===== config.mk =====
export PLATFORM = sky130hd
export DESIGN_NAME = jut_regs
export DESIGN_NICKNAME = d
export VERILOG_FILES = /design/src/rtl/jut_qtable.v /design/src/rtl/jut_regs.v
export VERILOG_INCLUDE_DIRS = /design/src /design/src/rtl
export SDC_FILE = /design/constraint.sdc
export NUM_CORES = 1
export LEC_CHECK = 0
export BUFFER_PORTS_ARGS = -buffer_cell sky130_fd_sc_hd__buf_2
export CAP_MARGIN = 0
export CORE_ASPECT_RATIO = 0.8
export CORE_MARGIN = 3
export CORE_UTILIZATION = 35
export CTS_CLUSTER_DIAMETER = 200
export DETAILED_ROUTE_END_ITERATION = 8
export GPL_TIMING_DRIVEN = 0
export PLACE_DENSITY = 0.54
export SLEW_MARGIN = 20
export SYNTH_ARGS = -nofsm -noshare
export SYNTH_HDL_FRONTEND = slang
export SYNTH_HIERARCHICAL = 1
export SYNTH_SLANG_ARGS = --single-unit

===== constraint.sdc =====
create_clock -name CLK_SYS -period 10.1 [get_ports CLK_SYS]
set_input_delay 1.01 -clock CLK_SYS [delete_from_list [all_inputs] [get_ports CLK_SYS]]
set_output_delay 1.01 -clock CLK_SYS [all_outputs]
set_load 0.01 [all_outputs]

===== src/rtl/jut_defs.vh =====
`ifndef JUT_DEFS_VH
`define JUT_DEFS_VH
// register indices (16-bit register granularity)
`define JUT_IDX_SIZE_LO     7'h3a
`define JUT_IDX_SIZE_HI     7'h3b
`define JUT_IDX_USB_CTL     7'h3c
`define JUT_IDX_ISO_LO      7'h3d
`define JUT_IDX_ISO_HI      7'h3e
`define JUT_IDX_TEST        7'h3f
`define JUT_IDX_LUMA_BASE   7'h40
`define JUT_IDX_CHROMA_BASE 7'h60
`define JUT_IDX_QT_LAST     7'h7f
// field layout of the usb fifo control register
`define JUT_USB_EN_BIT      15
`define JUT_USB_FIFO_HIGH_MARK_MSB      11
`define JUT_USB_FIFO_HIGH_MARK_LSB      8
`define JUT_USB_FIFO_LOW_MARK_MSB      3
`define JUT_USB_FIFO_LOW_MARK_LSB      0
`define JUT_USB_CTL_RESET   16'h0a05
`define JUT_USB_CTL_MASK    16'h8f0f
// high half of 21-bit counts sits in bits 4..0
`define JUT_HI_MASK         16'h001f
`define JUT_HI_W            5
// quantization table depth: 32 luma + 32 chroma words
`define JUT_QT_ENTRIES      64
`define JUT_QT_AW           6
`define JUT_ZERO16          16'h0000
`endif


===== src/rtl/jut_qtable.v =====
`timescale 1ns/100ps
`default_nettype none
`include "jut_defs.vh"
// quantization table storage, luma entries first then chroma
module jut_qtable #(
    parameter DEPTH = `JUT_QT_ENTRIES,
    parameter AW    = `JUT_QT_AW
) (
    // clock
    input  wire          clk,
    // write port
    input  wire          wr_en,
    input  wire [AW-1:0] wr_idx,
    input  wire [15:0]   wr_data,
    // read port
    input  wire [AW-1:0] rd_idx,
    output wire [15:0]   rd_data
);
    reg [15:0] mem_r [0:DEPTH-1]; // table entries, no reset (undefined at power-on)
    genvar g;
    // one flip-flop word per entry
    generate
        for (g = 0; g < DEPTH; g = g + 1) begin : ent
            localparam [AW-1:0] ENT_IDX = g; // entry index at address width
            always @(posedge clk) begin
                if (wr_en && (wr_idx == ENT_IDX)) begin
                    mem_r[g] <= wr_data;
                end
            end
        end
    endgenerate
    // combinational read; the top gates and registers the byte-port result, the encoder lookup passes through ungated
    assign rd_data = mem_r[rd_idx];
endmodule
`default_nettype wire


===== src/rtl/jut_regs.v =====
// Summary of operation
// - report last compressed image size, 21-bit words
// - size low 16 bits, high bits 4..0
// - size registers read-only, undefined after power-on
// - iso pipe runs only when enable bit set
// - high threshold 11..8, low threshold 3..0
// - usb control resets to 0a05 hex
// - 21-bit iso transfer size bounds raw transfers
// - iso size ignored in compressed video mode
// - iso size high bits in bits 4..0
// - qtable reads only while read-enable set; here it gates the byte port only, QT_LOOKUP_DATA is ungated
// - luma table at indices 40..5f hex
// - chroma table at indices 60..7f hex
// - test data register for test mode only
// - register at byte pair twice its index
// - encoder enable bit turns compression on; ENGINE_RUN here also needs ENCODER_CLOCK_ENABLE
`timescale 1ns/100ps
`default_nettype none
`include "jut_defs.vh"
module jut_regs #(
    parameter SIZE_W = 21
) (
    // clock and reset
    input  wire              CLK_SYS,
    input  wire              RST,
    // byte-addressed microcontroller register port (same clock domain)
    input  wire [7:0]        BYTE_ADDR,
    input  wire              BYTE_WR,
    input  wire              BYTE_RD,
    input  wire [7:0]        BYTE_WDATA,
    output reg  [7:0]        BYTE_RDATA,
    // encoder control bits, held in the encoder control register elsewhere
    input  wire              ENCODER_ENABLE,
    input  wire              QTABLE_READ_ENABLE,
    input  wire              ENCODER_CLOCK_ENABLE,
    input  wire              TEST_MODE,
    // compressed image size from the encoder, with its load strobe
    input  wire [SIZE_W-1:0] COMPRESSED_WORD_COUNT,
    input  wire              COUNT_LOAD,
    // usb pipe controls toward the usb fifo logic
    output wire              ISO_PIPE_ENABLE,
    output wire [3:0]        USB_FIFO_HIGH_MARK,
    output wire [3:0]        USB_FIFO_LOW_MARK,
    output wire              ISO_SIZE_VALID,
    output wire [SIZE_W-1:0] ISO_TRANSFER_SIZE,
    // test data toward the test path
    output wire [15:0]       TEST_DATA,
    // encoder engine enable
    output wire              ENGINE_RUN,
    // quantization coefficient lookup by the encoder
    input  wire [5:0]        QT_LOOKUP_IDX,
    output wire [15:0]       QT_LOOKUP_DATA
);
    // decoded register index and byte half
    wire [6:0]  reg_idx = BYTE_ADDR[7:1];
    wire        hi_byte = BYTE_ADDR[0];
    wire        in_qt   = reg_idx[6];                // indices 40..7f
    // registers
    reg [SIZE_W-1:0] img_size_r;                     // last compressed size
    reg [15:0]       usb_ctl_r;                      // enable and thresholds
    reg [15:0]       iso_lo_r;                       // iso size low half
    reg [`JUT_HI_W-1:0] iso_hi_r;                    // iso size high bits
    reg [15:0]       test_r;                         // test data word
    reg [7:0]        wr_lo_hold_r;                   // buffered low byte for qtable
    reg [15:0]       rd_word;                        // selected word for read
    reg [15:0]       wr_word;                        // merged write word
    reg [15:0]       cur_word;                       // current word of target
    wire [15:0]      qt_rd;                          // table read data
    wire             qt_wr;                          // table word write strobe
    // the table is written as a whole word on the high byte, since the
    // table words have no per-byte enable; low byte is staged first
    assign qt_wr = BYTE_WR && in_qt && hi_byte;
    // table storage
    jut_qtable #(
        .DEPTH (`JUT_QT_ENTRIES),
        .AW    (`JUT_QT_AW)
    ) u_qt (
        .clk     (CLK_SYS),
        .wr_en   (qt_wr),
        .wr_idx  (reg_idx[5:0]),
        .wr_data ({BYTE_WDATA, wr_lo_hold_r}),
        .rd_idx  (reg_idx[5:0]),
        .rd_data (qt_rd)
    );
    // second read path for the encoder would need a second port; the
    // encoder reads through a dedicated instance sharing write data
    jut_qtable #(
        .DEPTH (`JUT_QT_ENTRIES),
        .AW    (`JUT_QT_AW)
    ) u_qt_enc (
        .clk     (CLK_SYS),
        .wr_en   (qt_wr),
        .wr_idx  (reg_idx[5:0]),
        .wr_data ({BYTE_WDATA, wr_lo_hold_r}),
        .rd_idx  (QT_LOOKUP_IDX),
        .rd_data (QT_LOOKUP_DATA)
    );
    // current 16-bit contents of each writable register
    always @* begin
        cur_word = `JUT_ZERO16;
        case (reg_idx)
            `JUT_IDX_USB_CTL: begin
                cur_word = usb_ctl_r;
            end
            `JUT_IDX_ISO_LO: begin
                cur_word = iso_lo_r;
            end
            `JUT_IDX_ISO_HI: begin
                cur_word = {11'h000, iso_hi_r};
            end
            `JUT_IDX_TEST: begin
                cur_word = test_r;
            end
            default: begin
                cur_word = `JUT_ZERO16;
            end
        endcase
    end
    // byte merge into the addressed word
    always @* begin
        if (hi_byte) begin
            wr_word = {BYTE_WDATA, cur_word[7:0]};
        end else begin
            wr_word = {cur_word[15:8], BYTE_WDATA};
        end
    end
    // software-writable registers
    always @(posedge CLK_SYS) begin
        if (RST) begin
            usb_ctl_r <= `JUT_USB_CTL_RESET;
        end else if (BYTE_WR && reg_idx == `JUT_IDX_USB_CTL) begin
            usb_ctl_r <= wr_word & `JUT_USB_CTL_MASK; // reserved bits stay zero
        end
    end
    // data registers without a defined reset value
    always @(posedge CLK_SYS) begin
        if (BYTE_WR) begin
            case (reg_idx)
                `JUT_IDX_ISO_LO: begin
                    iso_lo_r <= wr_word;
                end
                `JUT_IDX_ISO_HI: begin
                    iso_hi_r <= wr_word[`JUT_HI_W-1:0]; // upper bits dropped
                end
                `JUT_IDX_TEST: begin
                    test_r <= wr_word;
                end
                default: begin
                    iso_lo_r <= iso_lo_r;
                end
            endcase
            if (in_qt && !hi_byte) begin
                wr_lo_hold_r <= BYTE_WDATA;          // staged table low byte
            end
        end
    end
    // image size capture; writes to these indices are ignored
    always @(posedge CLK_SYS) begin
        if (COUNT_LOAD) begin
            img_size_r <= COMPRESSED_WORD_COUNT;
        end
    end
    // read word select
    always @* begin
        rd_word = `JUT_ZERO16;
        if (in_qt) begin
            // without read-enable the table reads as zero
            if (QTABLE_READ_ENABLE) begin
                rd_word = qt_rd;
            end
        end else begin
            case (reg_idx)
                `JUT_IDX_SIZE_LO: begin
                    rd_word = img_size_r[15:0];
                end
                `JUT_IDX_SIZE_HI: begin
                    rd_word = {11'h000, img_size_r[SIZE_W-1:16]};
                end
                `JUT_IDX_USB_CTL: begin
                    rd_word = usb_ctl_r;
                end
                `JUT_IDX_ISO_LO: begin
                    rd_word = iso_lo_r;
                end
                `JUT_IDX_ISO_HI: begin
                    rd_word = {11'h000, iso_hi_r};
                end
                `JUT_IDX_TEST: begin
                    rd_word = test_r;
                end
                default: begin
                    rd_word = `JUT_ZERO16;           // unmapped reads zero
                end
            endcase
        end
    end
    // registered read byte, valid the cycle after the read strobe
    always @(posedge CLK_SYS) begin
        if (RST) begin
            BYTE_RDATA <= 8'h00;
        end else if (BYTE_RD) begin
            BYTE_RDATA <= hi_byte ? rd_word[15:8] : rd_word[7:0];
        end
    end
    // pipe controls
    assign ISO_PIPE_ENABLE    = usb_ctl_r[`JUT_USB_EN_BIT];
    assign USB_FIFO_HIGH_MARK = usb_ctl_r[`JUT_USB_FIFO_HIGH_MARK_MSB:`JUT_USB_FIFO_HIGH_MARK_LSB];
    assign USB_FIFO_LOW_MARK  = usb_ctl_r[`JUT_USB_FIFO_LOW_MARK_MSB:`JUT_USB_FIFO_LOW_MARK_LSB];
    // iso size bounds raw or still transfers only
    assign ISO_TRANSFER_SIZE  = {iso_hi_r, iso_lo_r};
    assign ISO_SIZE_VALID     = usb_ctl_r[`JUT_USB_EN_BIT] && !ENCODER_ENABLE;
    // test word reaches TEST_DATA only in test mode; the byte port reads it back in any mode
    assign TEST_DATA          = TEST_MODE ? test_r : `JUT_ZERO16;
    // engine runs when enabled and the encoder clock enable is also set
    assign ENGINE_RUN         = ENCODER_ENABLE && ENCODER_CLOCK_ENABLE;
endmodule
`default_nettype wire


# Word level (Yosys, flattened, before mapping)
# Memories as Yosys holds them, arrays and structs flattened.
# Cells that the tools add are included.
# W data, S select, Z words.
# totals
mem_bits_rw,2048
mem_count,2
inputBits,52
reg_bits,83
wordCells,794
output_inout_bits,72
# mem_list
name,words,width,rd,rd_ports_with_merged_regs,write_ports,line_no,text
u_qt.mem_r,64,16,1,0,1,jut_qtable.v:19,reg [15:0] mem_r [0:DEPTH-1];
u_qt_enc.mem_r,64,16,1,0,1,jut_qtable.v:19,
# op_classes
eq_ne,69
n_reduce_logical,203
n_mux,513
# op_table
operator,count
$mux W16,130
$reduce_or A16 Y1,126
$mux W6,126
$mux W1,254
$eq A6 B6 Y1 const B,32
$eq A6 B5 Y1 const B,16
$pmux W16 S6,1
$logic_and A1 B1 Y1,70
$pmux W16 S4,1
$eq A6 B4 Y1 const B,8
$eq A7 B6 Y1 const B,6
$eq A6 B3 Y1 const B,4
$eq A6 B2 Y1 const B,2
$mux W8,1
$reduce_and A2 Y1,4
$eq A6 B1 Y1 const B,1
$logic_not A6 Y1,1
$logic_not A1 Y1,2

# Depth between registers and ports, before layout
# Gate-level depths: netlist of run 1.
# depth
depth_word,69
depth_mapped,13
mapped_depth_nobuf,9

# By module
# Netlist of run 1, hierarchy kept.
# modules_own_cells
module,seq_area_each_um2,instances,area_each_um2,cells_per_inst
jut_qtable,30749.5,2,39521.7,1792
jut_regs,2322.2,1,3841.2,310

# Worst setup path after synthesis of run 1
# Ideal clock, no wire load.
# synth_timing
path_type,input to register
start,input BYTE_ADDR[0]
end,"memory u_qt.mem_r[10][0], enable pin"
path_buffers,5
t_required_ns,9.712
slack_ns,6.067
stages,8
t_arrival_ns,3.645
path_cell_list,clkbuf_1 clkbuf_1 clkbuf_1 and3_1 or3b_2 clkbuf_1 clkbuf_1 nor2_1
# synth_between
elab_chain_len,68
word_cells_on_any_way,382
cone_classes,mux (254); reduce/logical (128)
# synth_rtl
item,line_no,text
"start, declared",jut_regs.v:27,"input wire [7:0] BYTE_ADDR,"
$logic_and A1 B1 Y1 (*),jut_regs.v:72,assign qt_wr = BYTE_WR && in_qt && hi_byte;
named net qt_wr,jut_regs.v:69,wire qt_wr;
$logic_and A1 B1 Y1,jut_qtable.v:26,if (wr_en && (wr_idx == ENT_IDX)) begin
$mux W1,jut_qtable.v:26,
$mux W1 (not written as such),jut_qtable.v:27,mem_r[g] <= wr_data;
$reduce_or A16 Y1 (no source line),n/a,
$mux W6 (no source line) / $mux W1 (equally long branches) (63 in series),n/a,
"end, declared",jut_qtable.v:19,
# Mark *: on every way through the listed nets, which the timed path passes. The rest lies on a longest branch.

# Final worst setup path of run 1
# layout_timing
start,input QT_LOOKUP_IDX[1]
end,output QT_LOOKUP_DATA[3]
# layout_between
elab_chain_len,1
# layout_rtl
item,line_no,text
"start, declared",jut_regs.v:51,"input wire [5:0] QT_LOOKUP_IDX,"
$mem_v2 Z64 W16,n/a,
"end, declared",jut_regs.v:52,output wire [15:0] QT_LOOKUP_DATA
# No other way between the ends.

==> impl_metrics.py, run 1 <==
metrics = {
    "routing": {
        "wirelength_um": 230000,
        "post_drt_wl_per_cell_um": 30.0,
        "vias": 42400,
        "drt_iter0_markers": 4900,
        "dr.pass1.iters": 6,
        "vias_per_cell": 5.52,
        "postRouteAntennaNets": 0,
        "drcViolationCount": 0,
    },
    "critical_path": {
        "start_kind": "input pin",
        "arrival_ps": 4230,
        "cp_cell_sequence": "buf_2 -> clkbuf_1 -> buf_4 -> mux2i_1 -> a22oi_1 -> a31oi_1 -> a311oi_1 -> buf_2",
        "worstSetupEndpointType": "primary output",
        "slowest_delay_ps": 740,
        "critPathRequiredTime_ps": 9090,
        "crit_fanout": 10,
        "timing.critical_path.mode_cell": "buf_2",
        "crit_type": "input pin to primary output",
        "ff2ff_path_depth": 8,
        "cp_slowest_cell": "clkbuf_1",
    },
    "synth": {
        "synth.avg_cell_area_um2": 21.3,
        "synthFlopType": "edfxtp_1",
        "synth_async_sr_flop_share_pct": 0,
        "seq_area_frac_synth_pct": 77.0,
        "synth_top_area_cell": "edfxtp_1",
        "synth_cells": 3894,
        "synth_area_um2": 82900,
        "synth_edf_count": 2114,
        "synth_warnings": 6,
        "synth_nets": 3946,
        "synth_seq_cells": 2131,
        "synth.top_cell.area_share_pct": 76.6,
        "yosys.cell_types.count": 57,
        "synthTopCellsByArea": "edfxtp_1 77%, mux4_2 12%, mux2i_1 2.4%, a22oi_1 1.1%, nor2_1 0.75%",
    },
    "min_path": {
        "whs_path_depth": 1,
        "holdCritPathClass": "input pin to register",
    },
    "global_route": {
        "antenna_found_initial": 9,
        "grt_max_degree": 92,
        "overflow": 0,
        "use_met2_pct": 28.1,
        "met3_usage_pct": 3.60,
        "grt_pass1_wl_um": 321000,
        "grt-busiest-layer": "met2",
        "grt_usage_pct": 18.6,
        "grt_util_met1_pct": 27.6,
        "grt_pass1_vias": 41400,
    },
    "clocking": {
        "numCtsBuffers": 204,
        "ctsRootBufferMaster": "clkbuf_16",
        "post_cts_buffers": 0,
        "cts_sinks": 2131,
        "clk_path_buf_depth": 4,
        "ctsResizeCount": 0,
        "cts_tree": "yes",
        "clk_latency_ps": 840,
        "path_clk_slew_ps": 60,
        "cts_max_level": 4,
        "cts_hold_buf": 0,
    },
    "layout": {
        "layout_commonest_cell": "edfxtp_1",
        "area_growth_pct": 16.3,
        "nFillCells": 20800,
        "drive_gt1_share_pct": 28.3,
        "fin_nets": 4434,
        "layout_common_cells": "2,114 x edfxtp_1, 450 x mux4_2, 207 x clkbuf_16, 202 x mux2i_1, 159 x buf_2",
    },
    "floorplan": {
        "die_y_um": 441,
        "rows": 159,
        "start_util_pct": 35.2,
        "die_area_um2": 243000,
        "die_x_um": 550,
        "ios": 124,
        "core_um2": 235000,
    },
    "sta": {
        "worst_pin_slew_ps": 1110,
        "finClkSkew_ps": 64.9,
        "rsz0062_at_grt": "no",
        "fmax_mhz": 191,
        "finalSetupTns_ps": 0,
        "finalHoldViolations": 0,
        "final-max-slew-violation-count": 0,
        "relSlewSlack_pct": 25.4,
        "post-route-min-period_ps": 5240,
        "setup_viol": 0,
        "holdWs_ps": 339,
        "fin_crit_sh_pct": 51.9,
    },
    "power": {
        "ir_drop_mv": 0.150,
        "power-per-cell-area_nw_per_um2": 186,
        "p_leak_nw": 30.1,
    },
    "placement": {
        "place_hpwl_um": 156000,
        "place.gp.congestion": 0.893,
        "port_buffers": 117,
    },
    "outcome": {
        "status": "completed",
    },
    "job": {
        "cap_viol_max_count": 0,
    },
}
## synthesized netlist by cell type, drive strengths merged (17+ instances only)
cell type,n
edfxtp,2114
mux4,450
mux2i,202
nor2,168
buf,136
a22oi,123
clkbuf,88
nand2,80
nand3,79
nor2b,72
a221oi,45
a21oi,34
a211oi,32
a311oi,29
mux2,28
and2,22
and4,20
a211o,19
a31oi,19
nor3,19
dfxtp,17
## sequential cells by signal, indices dropped and copies added (netlist names)
signal and flops:
u_qt/mem_r 1024, u_qt_enc/mem_r 1024, img_size_r 21, iso_lo_r 16
test_r 16, usb_ctl_r 9, BYTE_RDATA 8, wr_lo_hold_r 8
iso_hi_r 5
## metrics by stage
step,power [mW],utilization (%),instances,setup WS (ps),instance area [um2]
2_1_floorplan,10.5,-,3894,6070,82900
3_3_place_gp,10.9,37.2,7150,3880,87400
3_5_place_dp,11.0,38.4,7315,4480,90400
4_1_cts,18.1,41.0,7669,4870,96400
5_1_grt,18.5,41.0,7669,4830,96400
6_report,17.9,41.0,7672,4860,96400
## worst max-delay path, delay by kind of cell
| kind | cells | cell delay (ps) |
|---|---|---|
| buffers and inverters | 4 | 1620 |
| muxes | 1 | 540 |
| AOI/OAI and AO/OA | 3 | 1040 |
## layer usage
metal,part of all wire (%),wire length [um],vias up
met4,2.8,6430,0
met2,45,104000,1805
met3,8.0,18500,351
met5,0,0,-
li1,-,-,17400
met1,44,101000,22800
## kinds of logic (layout without fill, tap and decap cells)
group,count (synthesis),count (layout),share of synthesized area (%)
other,0,3,0
and+or+nand+nor,513,513,3.11
muxes,680,680,15.0
AOI/OAI and AO/OA,344,344,3.19
DFF,2131,2131,77.0
buffers and inverters,226,862,1.65
## final timing paths
path	startpoint	slack [ps]	end
min reg2reg	BYTE_RDATA[4]	480	BYTE_RDATA[4]
min	COMPRESSED_WORD_COUNT[1]	340	img_size_r[1]
max reg2reg	u_qt/mem_r[18][3]	6980	BYTE_RDATA[3]
max	QT_LOOKUP_IDX[1]	4860	QT_LOOKUP_DATA[3]
## final cells by class
cell class / count / area (um2) / share of cell area [%]
Clock buffer: 259 / 5410 / 5.61
Sequential cell: 2131 / 63800 / 66.2
Multi-Input combinational cell: 1537 / 18200 / 18.9
Timing Repair Buffer: 282 / 3060 / 3.17
Antenna cell: 3 / 7.51 / 0.00779
Clock inverter: 95 / 634 / 0.658
Tap cell: 3139 / 3930 / 4.07
Inverter: 2 / 7.51 / 0.00779
Buffer: 224 / 1360 / 1.41
## where the power goes
part	internal [mW]	switching (mW)	leakage, nW	total [mW]
Sequential	9.73	0.0124	19.2	9.74
Clock	3.96	3.19	2.94	7.15
Combinational	0.354	0.669	8.04	1.02
No activity file was read; power rests on OpenSTA's default activity.
==> inputs of run 2 (changes only) <==
==> constraint.sdc (replaced) <==
create_clock -name CLK_SYS -period 5.13 [get_ports CLK_SYS]
set_input_delay 0.513 -clock CLK_SYS [delete_from_list [all_inputs] [get_ports CLK_SYS]]
set_output_delay 0.513 -clock CLK_SYS [all_outputs]
set_load 0.01 [all_outputs]
==> run 2 against run 1 <==
  * Hold slack worse by 270 ps
  * Cell count is 0.30% higher
  * Power is 97% higher
  * Sequential share of layout area is 0.15 points lower
  * Clock power is 97% higher
  * Clock skew is 0.50 ps lower
  * Core utilization is 0.095 points higher
  * First-iteration DRC count is 0.47% higher
  * Register-to-register slack worse by 4900 ps
  * Critical path type is now input pin to register
  * Critical endpoint is now u_qt_enc/mem_r[1][3]
  * Largest cell class unchanged
==> impl_metrics.py, run 2 (synthesized netlist as in run 1, its figures left out) <==
metrics = {
    "outcome": {
        "status": "completed",
    },
    "power": {
        "power-per-cell-area_nw_per_um2": 365,
        "ir_drop_mv": 0.295,
        "p_leak_nw": 30.2,
        "p_total_mw": 35.3,
    },
    "sta": {
        "finalSetupTns_ps": 0,
        "finalHoldViolations": 0,
        "rsz0062_at_grt": "no",
        "fmax_mhz": 229,
        "fin_crit_sh_pct": 84.9,
        "worst_slack_ps": 773,
        "post-route-min-period_ps": 4360,
        "finClkSkew_ps": 64.4,
        "setup_viol": 0,
        "worst_pin_slew_ps": 1100,
        "relSlewSlack_pct": 26.2,
        "final-max-slew-violation-count": 0,
    },
    "layout": {
        "final_util_pct": 41.1,
        "largest_registers": "u_qt/mem_r (1024), u_qt_enc/mem_r (1024), img_size_r (21)",
        "layout_commonest_cell": "edfxtp_1",
        "fin_area_um2": 96600,
        "area_growth_pct": 16.6,
        "drive_gt1_share_pct": 28.1,
        "layout_common_cells": "2,114 x edfxtp_1, 450 x mux4_2, 207 x clkbuf_16, 202 x mux2i_1, 159 x buf_2",
        "fin_nets": 4456,
    },
    "global_route": {
        "grt_pass1_wl_um": 322000,
        "grt_pass1_vias": 41500,
        "grt_usage_pct": 18.6,
        "overflow": 0,
        "grt_max_degree": 92,
        "antenna_found_initial": 10,
    },
    "clocking": {
        "cts_max_level": 4,
        "ctsRootBufferMaster": "clkbuf_16",
        "cts_hold_buf": 22,
        "clk_path_buf_depth": 4,
        "ctsResizeCount": 0,
        "cts_sinks": 2131,
        "path_clk_slew_ps": 70,
        "clk_latency_ps": 850,
        "numCtsBuffers": 204,
        "cts_tree": "yes",
        "post_cts_buffers": 0,
    },
    "critical_path": {
        "ff2ff_path_depth": 8,
        "start_kind": "input pin",
        "worstSetupEndpointType": "register",
        "r2r_start": "u_qt/mem_r[18][3]",
        "r2r_end": "BYTE_RDATA[3]",
        "crit_fanout": 10,
        "rrSetupSlack_ps": 2040,
        "crit_type": "input pin to register",
        "critPathRequiredTime_ps": 5640,
        "arrival_ps": 4860,
    },
    "min_path": {
        "holdCritPathClass": "input pin to register",
        "worstHoldStart": "BYTE_WDATA[1]",
        "hold_path_end": "u_qt_enc/mem_r[18][9]",
        "whs_path_depth": 1,
    },
    "placement": {
        "place.gp.congestion": 0.893,
        "place_hpwl_um": 156000,
        "port_buffers": 117,
        "placed_area_um2": 90400,
        "place_ws_ps": 2.53,
    },
    "routing": {
        "drcViolationCount": 0,
        "dr.pass1.iters": 5,
        "vias": 42500,
        "wirelength_um": 231000,
        "vias_per_cell": 5.52,
        "post_drt_wl_per_cell_um": 30.0,
        "drt_iter0_markers": 4923,
        "postRouteAntennaNets": 0,
    },
    "floorplan": {
        "rows": 159,
        "die_area_um2": 243000,
        "start_util_pct": 35.2,
        "die_y_um": 441,
        "core_um2": 235000,
        "ios": 124,
        "die_x_um": 550,
    },
    "job": {
        "cap_viol_max_count": 0,
    },
}
-- run 2: cell count changes in the layout (fill, tap and decap cells not counted) --
| cell | change |
|---|---|
| dlygate4sd3_1 | +22 |
| diode_2 | +1 |
-- run 2: how the worst max path moves through the flow --
stage	from	to	slack, ps	depth (start not counted)
finish	BYTE_ADDR[0]	u_qt_enc/mem_r[1][3]	770	9
global route	BYTE_ADDR[0]	u_qt_enc/mem_r[1][1]	610	9
CTS	BYTE_ADDR[0]	u_qt_enc/mem_r[1][7]	870	9
detailed placement	BYTE_ADDR[0]	u_qt_enc/mem_r[1][5]	3	9
global placement	BYTE_ADDR[0]	u_qt_enc/mem_r[11][11]	-600	8
floorplan	BYTE_ADDR[0]	u_qt/mem_r[10][0]	1590	8
-- run 2: cell type report --
type                    instances  area (um2)
plain buffers                 224        1360
repair buffers                304        3280
clock buffers                 259        5410
fillers                     20800      139000
multi-input cells            1537       18200
clock inverters                95         634
diodes                          4        10.0
inverters                       2        7.51
flip-flops and latches       2131       63800
well taps                    3139        3930
-- run 2: report_power, final --
group	switching [mW]	total [mW]	leakage, nW	internal (mW)
clock	6.31	14.1	2.94	7.79
combinational	1.32	2.03	8.13	0.709
sequential	0.0244	19.2	19.2	19.2
total	7.66	35.3	30.2	27.7
-- run 2: metal layers --
metal	up-vias	GRT usage [%]	part of all wire, %
met5	-	0	0
met4	0	4.77	2.8
met3	336	3.60	7.8
met2	1770	28.1	45
met1	22900	27.6	44
li1	17400	-	-
-- run 2: worst max-delay path: stages --
cell and delay, ps:
clkbuf_1 360, clkbuf_1 450, clkbuf_1 510, and3_1 750
or3b_2 500, clkbuf_1 340, clkbuf_1 490, nor2_2 660
buf_6 250
-- run 2: stage by stage --
stage | std cells | hold WS (ps)
final | 7695 | 67.1
after global routing | 7691 | 43.0
after CTS | 7691 | 29.1
after detailed placement | 7315 | 465
after global placement | 7150 | 466
after floorplan | 3894 | 479
